**src/include/wdk_params.svh**
```systemverilog
// offsets, field positions, reset values and timing counts of the watchdog block
`ifndef WDK_PARAMS_SVH
`define WDK_PARAMS_SVH

`define WDK_CLK_HZ        125000000
`define WDK_CLK_NS        8
`define WDK_LSO_HZ        32000
`define WDK_LSO_DIV       (`WDK_CLK_HZ / `WDK_LSO_HZ)
`define WDK_SRESET_NS     128
`define WDK_SRESET_CYC    ((`WDK_SRESET_NS + `WDK_CLK_NS - 1) / `WDK_CLK_NS)

`define WDK_OFS_CTRL      4'h0
`define WDK_OFS_FLAGS     4'h4
`define WDK_OFS_RKEY      4'h8
`define WDK_OFS_STATUS    4'hc

`define WDK_CTRL_POR      8'h53
`define WDK_RKEY_POR      8'h55
`define WDK_KEY_DIS       5'h15
`define WDK_KEY_EN        5'h0a
`define WDK_RKEY_OK_A     8'h55
`define WDK_RKEY_OK_B     8'haa

`define WDK_FLAG_WKF_BIT  0
`define WDK_FLAG_RKF_BIT  3
`define WDK_STAT_EXP_BIT  0
`define WDK_STAT_PD_BIT   1

`endif

```
**src/include/wdk_pkg.sv**
```systemverilog
// types shared by the watchdog block
package wdk_pkg;

    typedef struct packed {
        logic [4:0] key;
        logic [2:0] sel;
    } wdk_ctrl_t;

    typedef enum logic [1:0] {
        WDK_SR_IDLE  = 2'b00,
        WDK_SR_DELAY = 2'b01,
        WDK_SR_FIRE  = 2'b10
    } wdk_sr_state_t;

    typedef enum logic [2:0] {
        WDK_REG_NONE   = 3'b000,
        WDK_REG_CTRL   = 3'b001,
        WDK_REG_FLAGS  = 3'b010,
        WDK_REG_RKEY   = 3'b011,
        WDK_REG_STATUS = 3'b100
    } wdk_reg_t;

endpackage : wdk_pkg

```
**src/verilog/wdk_top.sv**
```systemverilog
// watchdog timer with keyed enable, keyed soft reset and reset-cause flags
// Function
// RULE1 - watchdog counts a low-speed oscillator tick near 32 kHz, divided by power of two
// RULE2 - select codes 0..7 give 2^8,10,12,14,15,16,17,18 tick time-outs
// RULE3 - enable key 10101B disables counting, 01010B enables it
// RULE4 - any other enable key resets after the soft delay and sets its fault flag
// RULE5 - power-on loads the enable key with 01010B so the watchdog runs
// RULE6 - overflow in normal run gives a full reset and sets the expiry flag
// RULE7 - overflow in sleep or idle sets expiry and clears only program counter and stack
// RULE8 - count clears on illegal enable key, clear instruction or stop instruction
// RULE9 - software must run the clear instruction often enough to avoid overflow
// RULE10 - enable key fault flag is bit 0, cleared only by software writing zero
// RULE11 - upper four bits of the reset cause flags always read zero
// RULE12 - reset key 01010101B or 10101010B does nothing, others reset after the delay
// RULE13 - power-on loads the reset key with 01010101B
// RULE14 - illegal reset key reset sets reset key fault flag, bit 3
// RULE15 - power-on clears the program counter to zero
// RULE16 - power-on presets all port data and control registers high
// RULE17 - stop instruction clears the count, counting resumes only when enabled
// RULE18 - power-down flag clears at power-up or clear instruction, sets on stop
// RULE19 - sleep or idle time-out reports expiry 1 and power-down 1
// RULE20 - count from zero, overflow at selected power of two, clears kept in step
// RULE21 - soft reset pulse comes only after a fixed delay from an illegal key
//
// Decided for this implementation: the register offsets and register access over Avalon-MM.
`timescale 1ns/1ps
`include "wdk_params.svh"
module wdk_top (
    input  wire logic        sys_clk,          // system clock, 125 MHz
    input  wire logic        sys_rst,          // power-on reset, synchronous
    input  wire logic [3:0]  address,          // avalon byte address
    input  wire logic        read,             // avalon read
    input  wire logic        write,            // avalon write
    input  wire logic [31:0] writedata,        // avalon write data
    input  wire logic [3:0]  byteenable,       // avalon byte enables
    output logic [31:0]      readdata,         // avalon read data
    output logic             waitrequest,      // avalon wait
    input  wire logic        clear_wdt_instr,  // clear instruction executed
    input  wire logic        stop_instr,       // stop instruction executed
    input  wire logic        sleep_mode,       // core sleeping or idle
    output logic             device_reset,     // full device reset pulse
    output logic             pc_sp_reset,      // program counter and stack clear pulse
    output logic             pc_clear,         // program counter to zero
    output logic             port_preset,      // ports to all ones
    output logic             expiry_flag,      // watchdog expired
    output logic             powerdown_flag    // stop executed
);

    localparam int SR_LAT = `WDK_SRESET_CYC + 2;

    wdk_pkg::wdk_ctrl_t     watchdog_control;
    logic [7:0]             reset_key_reg;
    logic                   watchdog_key_fault_flag;
    logic                   reset_key_fault_flag;
    wdk_pkg::wdk_sr_state_t sr_state;
    logic [7:0]             sr_cnt;
    logic                   cause_w;
    logic                   cause_r;
    logic                   ack;
    logic [11:0]            div_cnt;
    logic                   lso_tick;
    logic                   wdt_ovf;
    logic [18:0]            wdt_count;

    // ---------------- register bus
    function automatic wdk_pkg::wdk_reg_t wdk_decode(input logic [3:0] a);
        if (a == `WDK_OFS_CTRL) begin
            wdk_decode = wdk_pkg::WDK_REG_CTRL;
        end else if (a == `WDK_OFS_FLAGS) begin
            wdk_decode = wdk_pkg::WDK_REG_FLAGS;
        end else if (a == `WDK_OFS_RKEY) begin
            wdk_decode = wdk_pkg::WDK_REG_RKEY;
        end else if (a == `WDK_OFS_STATUS) begin
            wdk_decode = wdk_pkg::WDK_REG_STATUS;
        end else begin
            wdk_decode = wdk_pkg::WDK_REG_NONE;
        end
    endfunction : wdk_decode

    logic              req;
    logic              wr_fire;
    wdk_pkg::wdk_reg_t reg_sel;

    assign req         = read || write;
    assign waitrequest = req && !ack;
    assign reg_sel     = wdk_decode(address);
    // writes land on the completing edge, only on byte lane 0
    assign wr_fire     = write && ack && byteenable[0];

    always_ff @(posedge sys_clk) begin
        if (sys_rst) begin
            ack <= 1'b0;
        end else begin
            ack <= req && !ack;
        end
    end

    always_ff @(posedge sys_clk) begin
        if (sys_rst) begin
            readdata <= 32'h00000000;
        end else if (read && !ack) begin
            if (reg_sel == wdk_pkg::WDK_REG_CTRL) begin
                readdata <= {24'h000000, watchdog_control};
            end else if (reg_sel == wdk_pkg::WDK_REG_FLAGS) begin
                readdata <= {28'h0000000, reset_key_fault_flag, 2'b00,
                             watchdog_key_fault_flag}; // [RULE11]
            end else if (reg_sel == wdk_pkg::WDK_REG_RKEY) begin
                readdata <= {24'h000000, reset_key_reg};
            end else if (reg_sel == wdk_pkg::WDK_REG_STATUS) begin
                readdata <= {30'h00000000, powerdown_flag, expiry_flag};
            end else begin
                readdata <= 32'h00000000;
            end
        end
    end

    // ---------------- key checks and soft reset sequence
    logic wkey_bad;
    logic rkey_bad;
    logic wdt_run;
    logic soft_fire;
    logic full_rst;

    assign wdt_run  = watchdog_control.key == `WDK_KEY_EN; // [RULE3]
    assign wkey_bad = !wdt_run && (watchdog_control.key != `WDK_KEY_DIS); // [RULE4]
    assign rkey_bad = (reset_key_reg != `WDK_RKEY_OK_A)
                   && (reset_key_reg != `WDK_RKEY_OK_B); // [RULE12]
    assign soft_fire = sr_state == wdk_pkg::WDK_SR_FIRE;
    assign full_rst  = soft_fire || (wdt_ovf && !sleep_mode); // [RULE6]

    always_ff @(posedge sys_clk) begin
        if (sys_rst) begin
            sr_state <= wdk_pkg::WDK_SR_IDLE;
            sr_cnt   <= 8'h00;
        end else begin
            case (sr_state)
                wdk_pkg::WDK_SR_IDLE: begin
                    sr_cnt <= 8'h00;
                    if (wkey_bad || rkey_bad) begin
                        sr_state <= wdk_pkg::WDK_SR_DELAY; // [RULE21]
                    end
                end
                wdk_pkg::WDK_SR_DELAY: begin
                    if (sr_cnt == 8'(`WDK_SRESET_CYC - 1)) begin
                        sr_state <= wdk_pkg::WDK_SR_FIRE; // [RULE21]
                    end else begin
                        sr_cnt <= sr_cnt + 8'h01;
                    end
                end
                default: begin
                    sr_state <= wdk_pkg::WDK_SR_IDLE;
                end
            endcase
        end
    end

    // causes are caught while the delay runs, so a key repaired mid-delay still counts
    always_ff @(posedge sys_clk) begin
        if (sys_rst || sr_state == wdk_pkg::WDK_SR_IDLE) begin
            cause_w <= wkey_bad;
            cause_r <= rkey_bad;
        end else if (sr_state == wdk_pkg::WDK_SR_DELAY) begin
            cause_w <= cause_w || wkey_bad;
            cause_r <= cause_r || rkey_bad;
        end
    end

    // ---------------- control registers
    always_ff @(posedge sys_clk) begin
        if (sys_rst || full_rst) begin
            watchdog_control <= `WDK_CTRL_POR; // [RULE5]
        end else if (wr_fire && reg_sel == wdk_pkg::WDK_REG_CTRL) begin
            watchdog_control <= writedata[7:0];
        end
    end

    always_ff @(posedge sys_clk) begin
        if (sys_rst || full_rst) begin
            reset_key_reg <= `WDK_RKEY_POR; // [RULE13]
        end else if (wr_fire && reg_sel == wdk_pkg::WDK_REG_RKEY) begin
            reset_key_reg <= writedata[7:0];
        end
    end

    // fault flags survive soft resets; the set wins over a software clear
    always_ff @(posedge sys_clk) begin
        if (sys_rst) begin
            watchdog_key_fault_flag <= 1'b0;
        end else if (soft_fire && cause_w) begin
            watchdog_key_fault_flag <= 1'b1; // [RULE4] [RULE10]
        end else if (wr_fire && reg_sel == wdk_pkg::WDK_REG_FLAGS
                     && !writedata[`WDK_FLAG_WKF_BIT]) begin
            watchdog_key_fault_flag <= 1'b0; // [RULE10]
        end
    end

    always_ff @(posedge sys_clk) begin
        if (sys_rst) begin
            reset_key_fault_flag <= 1'b0;
        end else if (soft_fire && cause_r) begin
            reset_key_fault_flag <= 1'b1; // [RULE14]
        end else if (wr_fire && reg_sel == wdk_pkg::WDK_REG_FLAGS
                     && !writedata[`WDK_FLAG_RKF_BIT]) begin
            reset_key_fault_flag <= 1'b0;
        end
    end

    // ---------------- low-speed tick and counter
    always_ff @(posedge sys_clk) begin
        if (sys_rst) begin
            div_cnt  <= 12'h000;
            lso_tick <= 1'b0;
        end else if (div_cnt == 12'(`WDK_LSO_DIV - 1)) begin
            div_cnt  <= 12'h000;
            lso_tick <= 1'b1; // [RULE1]
        end else begin
            div_cnt  <= div_cnt + 12'h001;
            lso_tick <= 1'b0;
        end
    end

    logic wdt_clear;
    // clears are on the same clock as the counter, so no crossing is needed
    assign wdt_clear = clear_wdt_instr || stop_instr || wkey_bad || full_rst; // [RULE8] [RULE17] [RULE20]

    wdk_counter u_counter (
        .sys_clk  (sys_clk),
        .sys_rst  (sys_rst),
        .tick     (lso_tick),
        .run      (wdt_run),
        .clear    (wdt_clear),
        .sel      (watchdog_control.sel),
        .overflow (wdt_ovf),
        .count    (wdt_count)
    );

    // ---------------- status flags
    always_ff @(posedge sys_clk) begin
        if (sys_rst) begin
            expiry_flag <= 1'b0;
        end else if (wdt_ovf) begin
            expiry_flag <= 1'b1; // [RULE6] [RULE7] [RULE19]
        end else if (clear_wdt_instr || stop_instr) begin
            expiry_flag <= 1'b0;
        end
    end

    always_ff @(posedge sys_clk) begin
        if (sys_rst) begin
            powerdown_flag <= 1'b0; // [RULE18]
        end else if (stop_instr) begin
            powerdown_flag <= 1'b1; // [RULE18] [RULE19]
        end else if (clear_wdt_instr) begin
            powerdown_flag <= 1'b0; // [RULE18]
        end
    end

    // ---------------- reset outputs
    always_ff @(posedge sys_clk) begin
        if (sys_rst) begin
            device_reset <= 1'b0;
            pc_sp_reset  <= 1'b0;
        end else begin
            device_reset <= full_rst; // [RULE4] [RULE6] [RULE12]
            pc_sp_reset  <= wdt_ovf && sleep_mode; // [RULE7]
        end
    end

    always_ff @(posedge sys_clk) begin
        if (sys_rst) begin
            pc_clear    <= 1'b1; // [RULE15]
            port_preset <= 1'b1; // [RULE16]
        end else begin
            pc_clear    <= full_rst || (wdt_ovf && sleep_mode);
            port_preset <= full_rst;
        end
    end

    // ---------------- checks
    property p_ovf_expiry;
        @(posedge sys_clk) disable iff (sys_rst) wdt_ovf |=> expiry_flag;
    endproperty
    a_ovf_expiry: assert property (p_ovf_expiry) else $error("expiry not set"); // [RULE6]

    property p_run_ovf_reset;
        @(posedge sys_clk) disable iff (sys_rst)
            (wdt_ovf && !sleep_mode) |=> device_reset && !pc_sp_reset;
    endproperty
    a_run_ovf_reset: assert property (p_run_ovf_reset) else $error("no full reset"); // [RULE6]

    property p_sleep_ovf;
        @(posedge sys_clk) disable iff (sys_rst)
            (wdt_ovf && sleep_mode && !soft_fire) |=> pc_sp_reset && !device_reset && expiry_flag;
    endproperty
    a_sleep_ovf: assert property (p_sleep_ovf) else $error("bad sleep time-out"); // [RULE7]

    property p_soft_delay;
        @(posedge sys_clk) disable iff (sys_rst)
            (sr_state == wdk_pkg::WDK_SR_IDLE && (wkey_bad || rkey_bad)) |-> ##SR_LAT device_reset;
    endproperty
    a_soft_delay: assert property (p_soft_delay) else $error("soft reset late"); // [RULE21]

    property p_no_early_reset;
        @(posedge sys_clk) disable iff (sys_rst)
            (sr_state == wdk_pkg::WDK_SR_DELAY
             && sr_cnt != 8'(`WDK_SRESET_CYC - 1)) |=> !soft_fire;
    endproperty
    a_no_early_reset: assert property (p_no_early_reset) else $error("soft reset early"); // [RULE21]

    property p_wkf_set;
        @(posedge sys_clk) disable iff (sys_rst) (soft_fire && cause_w) |=> watchdog_key_fault_flag;
    endproperty
    a_wkf_set: assert property (p_wkf_set) else $error("key fault flag not set"); // [RULE10]

    property p_rkf_set;
        @(posedge sys_clk) disable iff (sys_rst) (soft_fire && cause_r) |=> reset_key_fault_flag;
    endproperty
    a_rkf_set: assert property (p_rkf_set) else $error("reset key flag not set"); // [RULE14]

    property p_stop_flags;
        @(posedge sys_clk) disable iff (sys_rst)
            (stop_instr && !wdt_ovf) |=> powerdown_flag && !expiry_flag;
    endproperty
    a_stop_flags: assert property (p_stop_flags) else $error("stop flags wrong"); // [RULE18]

    property p_clr_pd;
        @(posedge sys_clk) disable iff (sys_rst)
            (clear_wdt_instr && !stop_instr) |=> !powerdown_flag;
    endproperty
    a_clr_pd: assert property (p_clr_pd) else $error("power-down not cleared"); // [RULE18]

    property p_flags_upper;
        @(posedge sys_clk) disable iff (sys_rst)
            (read && ack && reg_sel == wdk_pkg::WDK_REG_FLAGS) |-> readdata[7:4] == 4'h0;
    endproperty
    a_flags_upper: assert property (p_flags_upper) else $error("upper flag bits set"); // [RULE11]

    property p_por_keys;
        @(posedge sys_clk) sys_rst |=> watchdog_control == `WDK_CTRL_POR
            && reset_key_reg == `WDK_RKEY_POR && pc_clear && port_preset;
    endproperty
    a_por_keys: assert property (p_por_keys) else $error("power-on state wrong"); // [RULE5]

    property p_rst_count;
        @(posedge sys_clk) disable iff (sys_rst) full_rst |=> wdt_count == 19'h00000;
    endproperty
    a_rst_count: assert property (p_rst_count) else $error("count kept"); // [RULE8]

endmodule : wdk_top

```
**src/verilog/wdk_counter.sv**
```systemverilog
// watchdog time-out counter stepped by the low-speed oscillator tick
`timescale 1ns/1ps
module wdk_counter (
    input  wire logic        sys_clk,   // system clock
    input  wire logic        sys_rst,   // synchronous reset
    input  wire logic        tick,      // low-speed oscillator enable
    input  wire logic        run,       // counting enabled
    input  wire logic        clear,     // clear the count
    input  wire logic [2:0]  sel,       // time-out select
    output logic             overflow,  // one-cycle time-out pulse
    output logic [18:0]      count      // current count
);

    function automatic logic [18:0] wdk_limit(input logic [2:0] s);
        case (s)
            3'h0:    wdk_limit = 19'h00100;
            3'h1:    wdk_limit = 19'h00400;
            3'h2:    wdk_limit = 19'h01000;
            3'h3:    wdk_limit = 19'h04000;
            3'h4:    wdk_limit = 19'h08000;
            3'h5:    wdk_limit = 19'h10000;
            3'h6:    wdk_limit = 19'h20000;
            default: wdk_limit = 19'h40000;
        endcase
    endfunction : wdk_limit

    logic hit;
    assign hit = tick && run && (count == wdk_limit(sel) - 19'h00001); // [RULE2] [RULE20]

    always_ff @(posedge sys_clk) begin
        if (sys_rst || clear) begin
            count <= 19'h00000; // [RULE8]
        end else if (hit) begin
            count <= 19'h00000;
        end else if (tick && run) begin
            count <= count + 19'h00001; // [RULE1]
        end
    end

    always_ff @(posedge sys_clk) begin
        if (sys_rst) begin
            overflow <= 1'b0;
        end else begin
            overflow <= hit && !clear;
        end
    end

    property p_count_clear;
        @(posedge sys_clk) disable iff (sys_rst) clear |=> count == 19'h00000;
    endproperty
    a_count_clear: assert property (p_count_clear) else $error("count not cleared"); // [RULE8]

    property p_hold_when_stopped;
        @(posedge sys_clk) disable iff (sys_rst) (!run && !clear) |=> $stable(count);
    endproperty
    a_hold_when_stopped: assert property (p_hold_when_stopped) else $error("count moved while off"); // [RULE3]

endmodule : wdk_counter

```
**config.mk**
```make
export PLATFORM = sky130hd
export DESIGN_NAME = wdk_top
export DESIGN_NICKNAME = d
export VERILOG_FILES = /design/src/include/wdk_pkg.sv /design/src/verilog/wdk_top.sv /design/src/verilog/wdk_counter.sv
export VERILOG_INCLUDE_DIRS = /design/src /design/src/include
export SDC_FILE = /design/constraint.sdc
export NUM_CORES = 1
export LEC_CHECK = 0
export ABC_CLOCK_PERIOD_IN_PS = 7800
export BUFFER_PORTS_ARGS = -buffer_cell sky130_fd_sc_hd__buf_2
export CAP_MARGIN = 5
export CORE_ASPECT_RATIO = 1.2
export CORE_MARGIN = 2
export CORE_UTILIZATION = 27
export CTS_CLUSTER_SIZE = 10
export DETAILED_ROUTE_END_ITERATION = 6
export SYNTH_ARGS = -nofsm -noshare
export SYNTH_HDL_FRONTEND = slang
export SYNTH_SLANG_ARGS = --single-unit
```
**constraint.sdc**
```tcl
create_clock -name sys_clk -period 7.8 [get_ports sys_clk]
set_clock_uncertainty 0.15 [all_clocks]
set_input_delay 1.17 -clock sys_clk [delete_from_list [all_inputs] [get_ports sys_clk]]
set_output_delay 1.17 -clock sys_clk [all_outputs]
set_load 0.01 [all_outputs]
```
==> reports/metrics.cfg <==
[setup_path]
worst-path-max-fanout=17
worstSetupPathType=reg -> reg
reg2reg_depth=7
cp.buffers_inverters=0
cp_top_family=simple AND/OR/NAND/NOR gates
slowest_stage=nor2_2
slowest_delay_ns=0.63
path_cells=or3_1 -> ha_1 -> or4b_4 -> o311ai_4 -> xor2_2 -> nor2_2 -> and3_1
path_depth=7
crit_required_ns=7.92
arrival_ns=3.25
start_kind=flop
endpoint_kind=flop

[timing]
setup_tns_ns=0
tightest_slew_ns=0.812
period_share=0.401
layout_setup_ws_ns=4.67
timing.fmax_ghz=0.319
relSlewSlack=0.458
hold_viol_final=0
rsz0062_at_grt=false
slew_violations=0
setup_viol=0
min_period_ns=3.13

[clocking]
htree_levels=3
clock_latency_ns=0.34
cts-root-buf=clkbuf_16
cts_buffer_depth=2
numCtsBuffers=9
clk_transition_reported_paths_ns=0.06
numClockSinks=78
hold_buffers=0
postCtsSetupBuffers=0
ctsResizeCount=0
cts_tree=yes

[floorplan]
chipHeight_microns=137
fp.dieW_microns=115
dieArea_sq_um=15800
core_area_sq_um=14500
rows=48
initial_core_util=0.277
num_io_pins=86

[place]
dp_hpwl_mm=6.22
dpl-instance-area_sq_um=4240
routabilityCongestion=0.770
portBuffers=34
dp_slack_ns=4.69

[yosys]
synthCells=451
yosysSeqAreaShare=0.395
syn_area_per_cell_sq_um=8.88
synthTopCellsByArea=dfxtp_1 38%, mux2i_1 6.0%, nor2_1 5.8%, buf_4 4.7%, xnor2_1 4.4%
synth_top_area_frac=0.380
synth-edff-count=2
async_flop_share=0
ys_ff_latch=78
ys_warn_count=0
ys_types=63
netlist_area_sq_um=4000
synth_area_leader_cell=dfxtp_1
ys.flop_type=dfxtp_1

[global_route]
grt_usage=0.111
grt_max_degree=29
grt_first_pass_wirelength_mm=14.0
grt_pass1_vias=2851
grt_overflow_total=0
antenna_found_initial=0

[routing]
postRouteWirelength_mm=8.56
vias=3103
viasPerCell=4.55
first_iter_violations=129
wl_per_cell_microns=12.5
drt_pass1_iterations=4
postRouteAntennaNets=0
drc_errors=0

[hold_path]
hp-class=reg -> reg
hold_depth=1

[final_layout]
multi_input_area_sq_um=2190
largest_reg_flops=19
drive_gt1_frac=0.145
n_antenna_cell=0
area_growth_pct=14.6
final_cell_area_sq_um=4590
largest_register=u_counter.count
seqCellArea_sq_um=1580
nets=529
reg.largest.list=u_counter.count (19), div_cnt (12)
n_fill_cell=1522

[power_and_ir_drop]
ir_worst_vdd_mv=0.122
leakage_nw=1.72
power_density_nw_per_um2=203

[outcome]
status=finished clean

[flow_run]
maxCapViolations=0

cell usage in the layout, fill, tap and decap left out, types with 7 or more instances in the layout:
cell / instances
nor2_1: 62
a21oi_1: 19
inv_1: 10
mux2i_1: 24
conb_1: 24
a211oi_1: 8
nand2_1: 38
clkbuf_16: 9
o21ai_0: 7
nor3_1: 14
nand3_1: 17
dfxtp_1: 76
xnor2_1: 20
buf_2: 34
nand2b_1: 7
xor2_1: 13
per-layer routing:
layer  up-vias  global-route usage  part of all wire  wire length (microns)
li1       1584                   -                 -                      -
met1      1467               0.139              0.46                   3940
met2        43               0.185              0.49                   4220
met3         9              0.0290             0.033                    279
met4         0              0.0368             0.014                    120
met5         -                   0                 0                      0
cell usage after synthesis, types with 2 or more instances:
library cell and instances:
ha_1 5, nand2_1 38, nor3_4 2, o31a_1 3, nor2_1 62, nand2b_1 7, o21ai_0 7, nand4_1 6
nor3_1 14, nand4bb_1 2, buf_6 2, or3_1 3, a211oi_2 5, a21oi_1 19, a211o_1 2, or2_2 2
edfxtp_1 2, xor2_1 13, nand3_1 17, xnor2_1 20, dfxtp_1 76, nor4b_1 2, inv_1 10, a22oi_1 4
buf_2 5, nor4bb_1 4, clkbuf_1 9, nor4_1 5, o22ai_1 2, and3_1 5, buf_1 2, and4_1 4
nor3b_1 3, a211oi_1 8, nor2b_1 4, nand3b_1 3, buf_4 25, mux2i_1 24
worst register-to-register path: stages (launching register included):
cell,delay (ns)
dfxtp_1,0.47
or3_1,0.47
ha_1,0.34
or4b_4,0.53
o311ai_4,0.09
xor2_2,0.11
nor2_2,0.63
and3_1,0.27
cell families after synthesis:
family | count (synthesis) | share of synthesized area
buffers and inverters | 54 | 0.0794
multiplexers | 26 | 0.0684
other | 1 | 0.000937
XOR/XNOR | 34 | 0.0763
AO/OA/AOI/OAI | 61 | 0.112
flip-flops | 78 | 0.395
adder cells (fa/ha/maj) | 5 | 0.0156
AND/OR/NAND/NOR | 192 | 0.252
final cells by class:
class | instances | share of cell area
Clock buffer | 9 | 0.0491
Clock inverter | 7 | 0.0265
Inverter | 11 | 0.00900
Multi-Input combinational cell | 342 | 0.478
Sequential cell | 78 | 0.345
Tap cell | 200 | 0.0545
Timing Repair Buffer | 35 | 0.0387
power by group:
group	switching [mW]	total, mW	internal [mW]
clock	0.170	0.484	0.314
sequential	0.00391	0.408	0.404
combinational	0.0259	0.0381	0.0122
worst paths after layout:
kind	startpoint	endpoint	slack, ns
max reg2reg	watchdog_control[1]	u_counter.overflow	4.67
min	ack	ack	0.32
min reg2reg	ack	ack	0.32
max	watchdog_control[1]	u_counter.overflow	4.67
per-stage QoR:
stage	util	std cells	total power, mW	hold WS (ns)
floorplan	-	474	0.450	0.289
CTS	0.317	682	0.939	0.324
global route	0.317	682	0.962	0.353
finish	0.317	682	0.930	0.320
detailed placement	0.293	666	0.455	0.316
global placement	0.293	666	0.454	0.303
No activity file was read; power rests on OpenSTA's default activity.
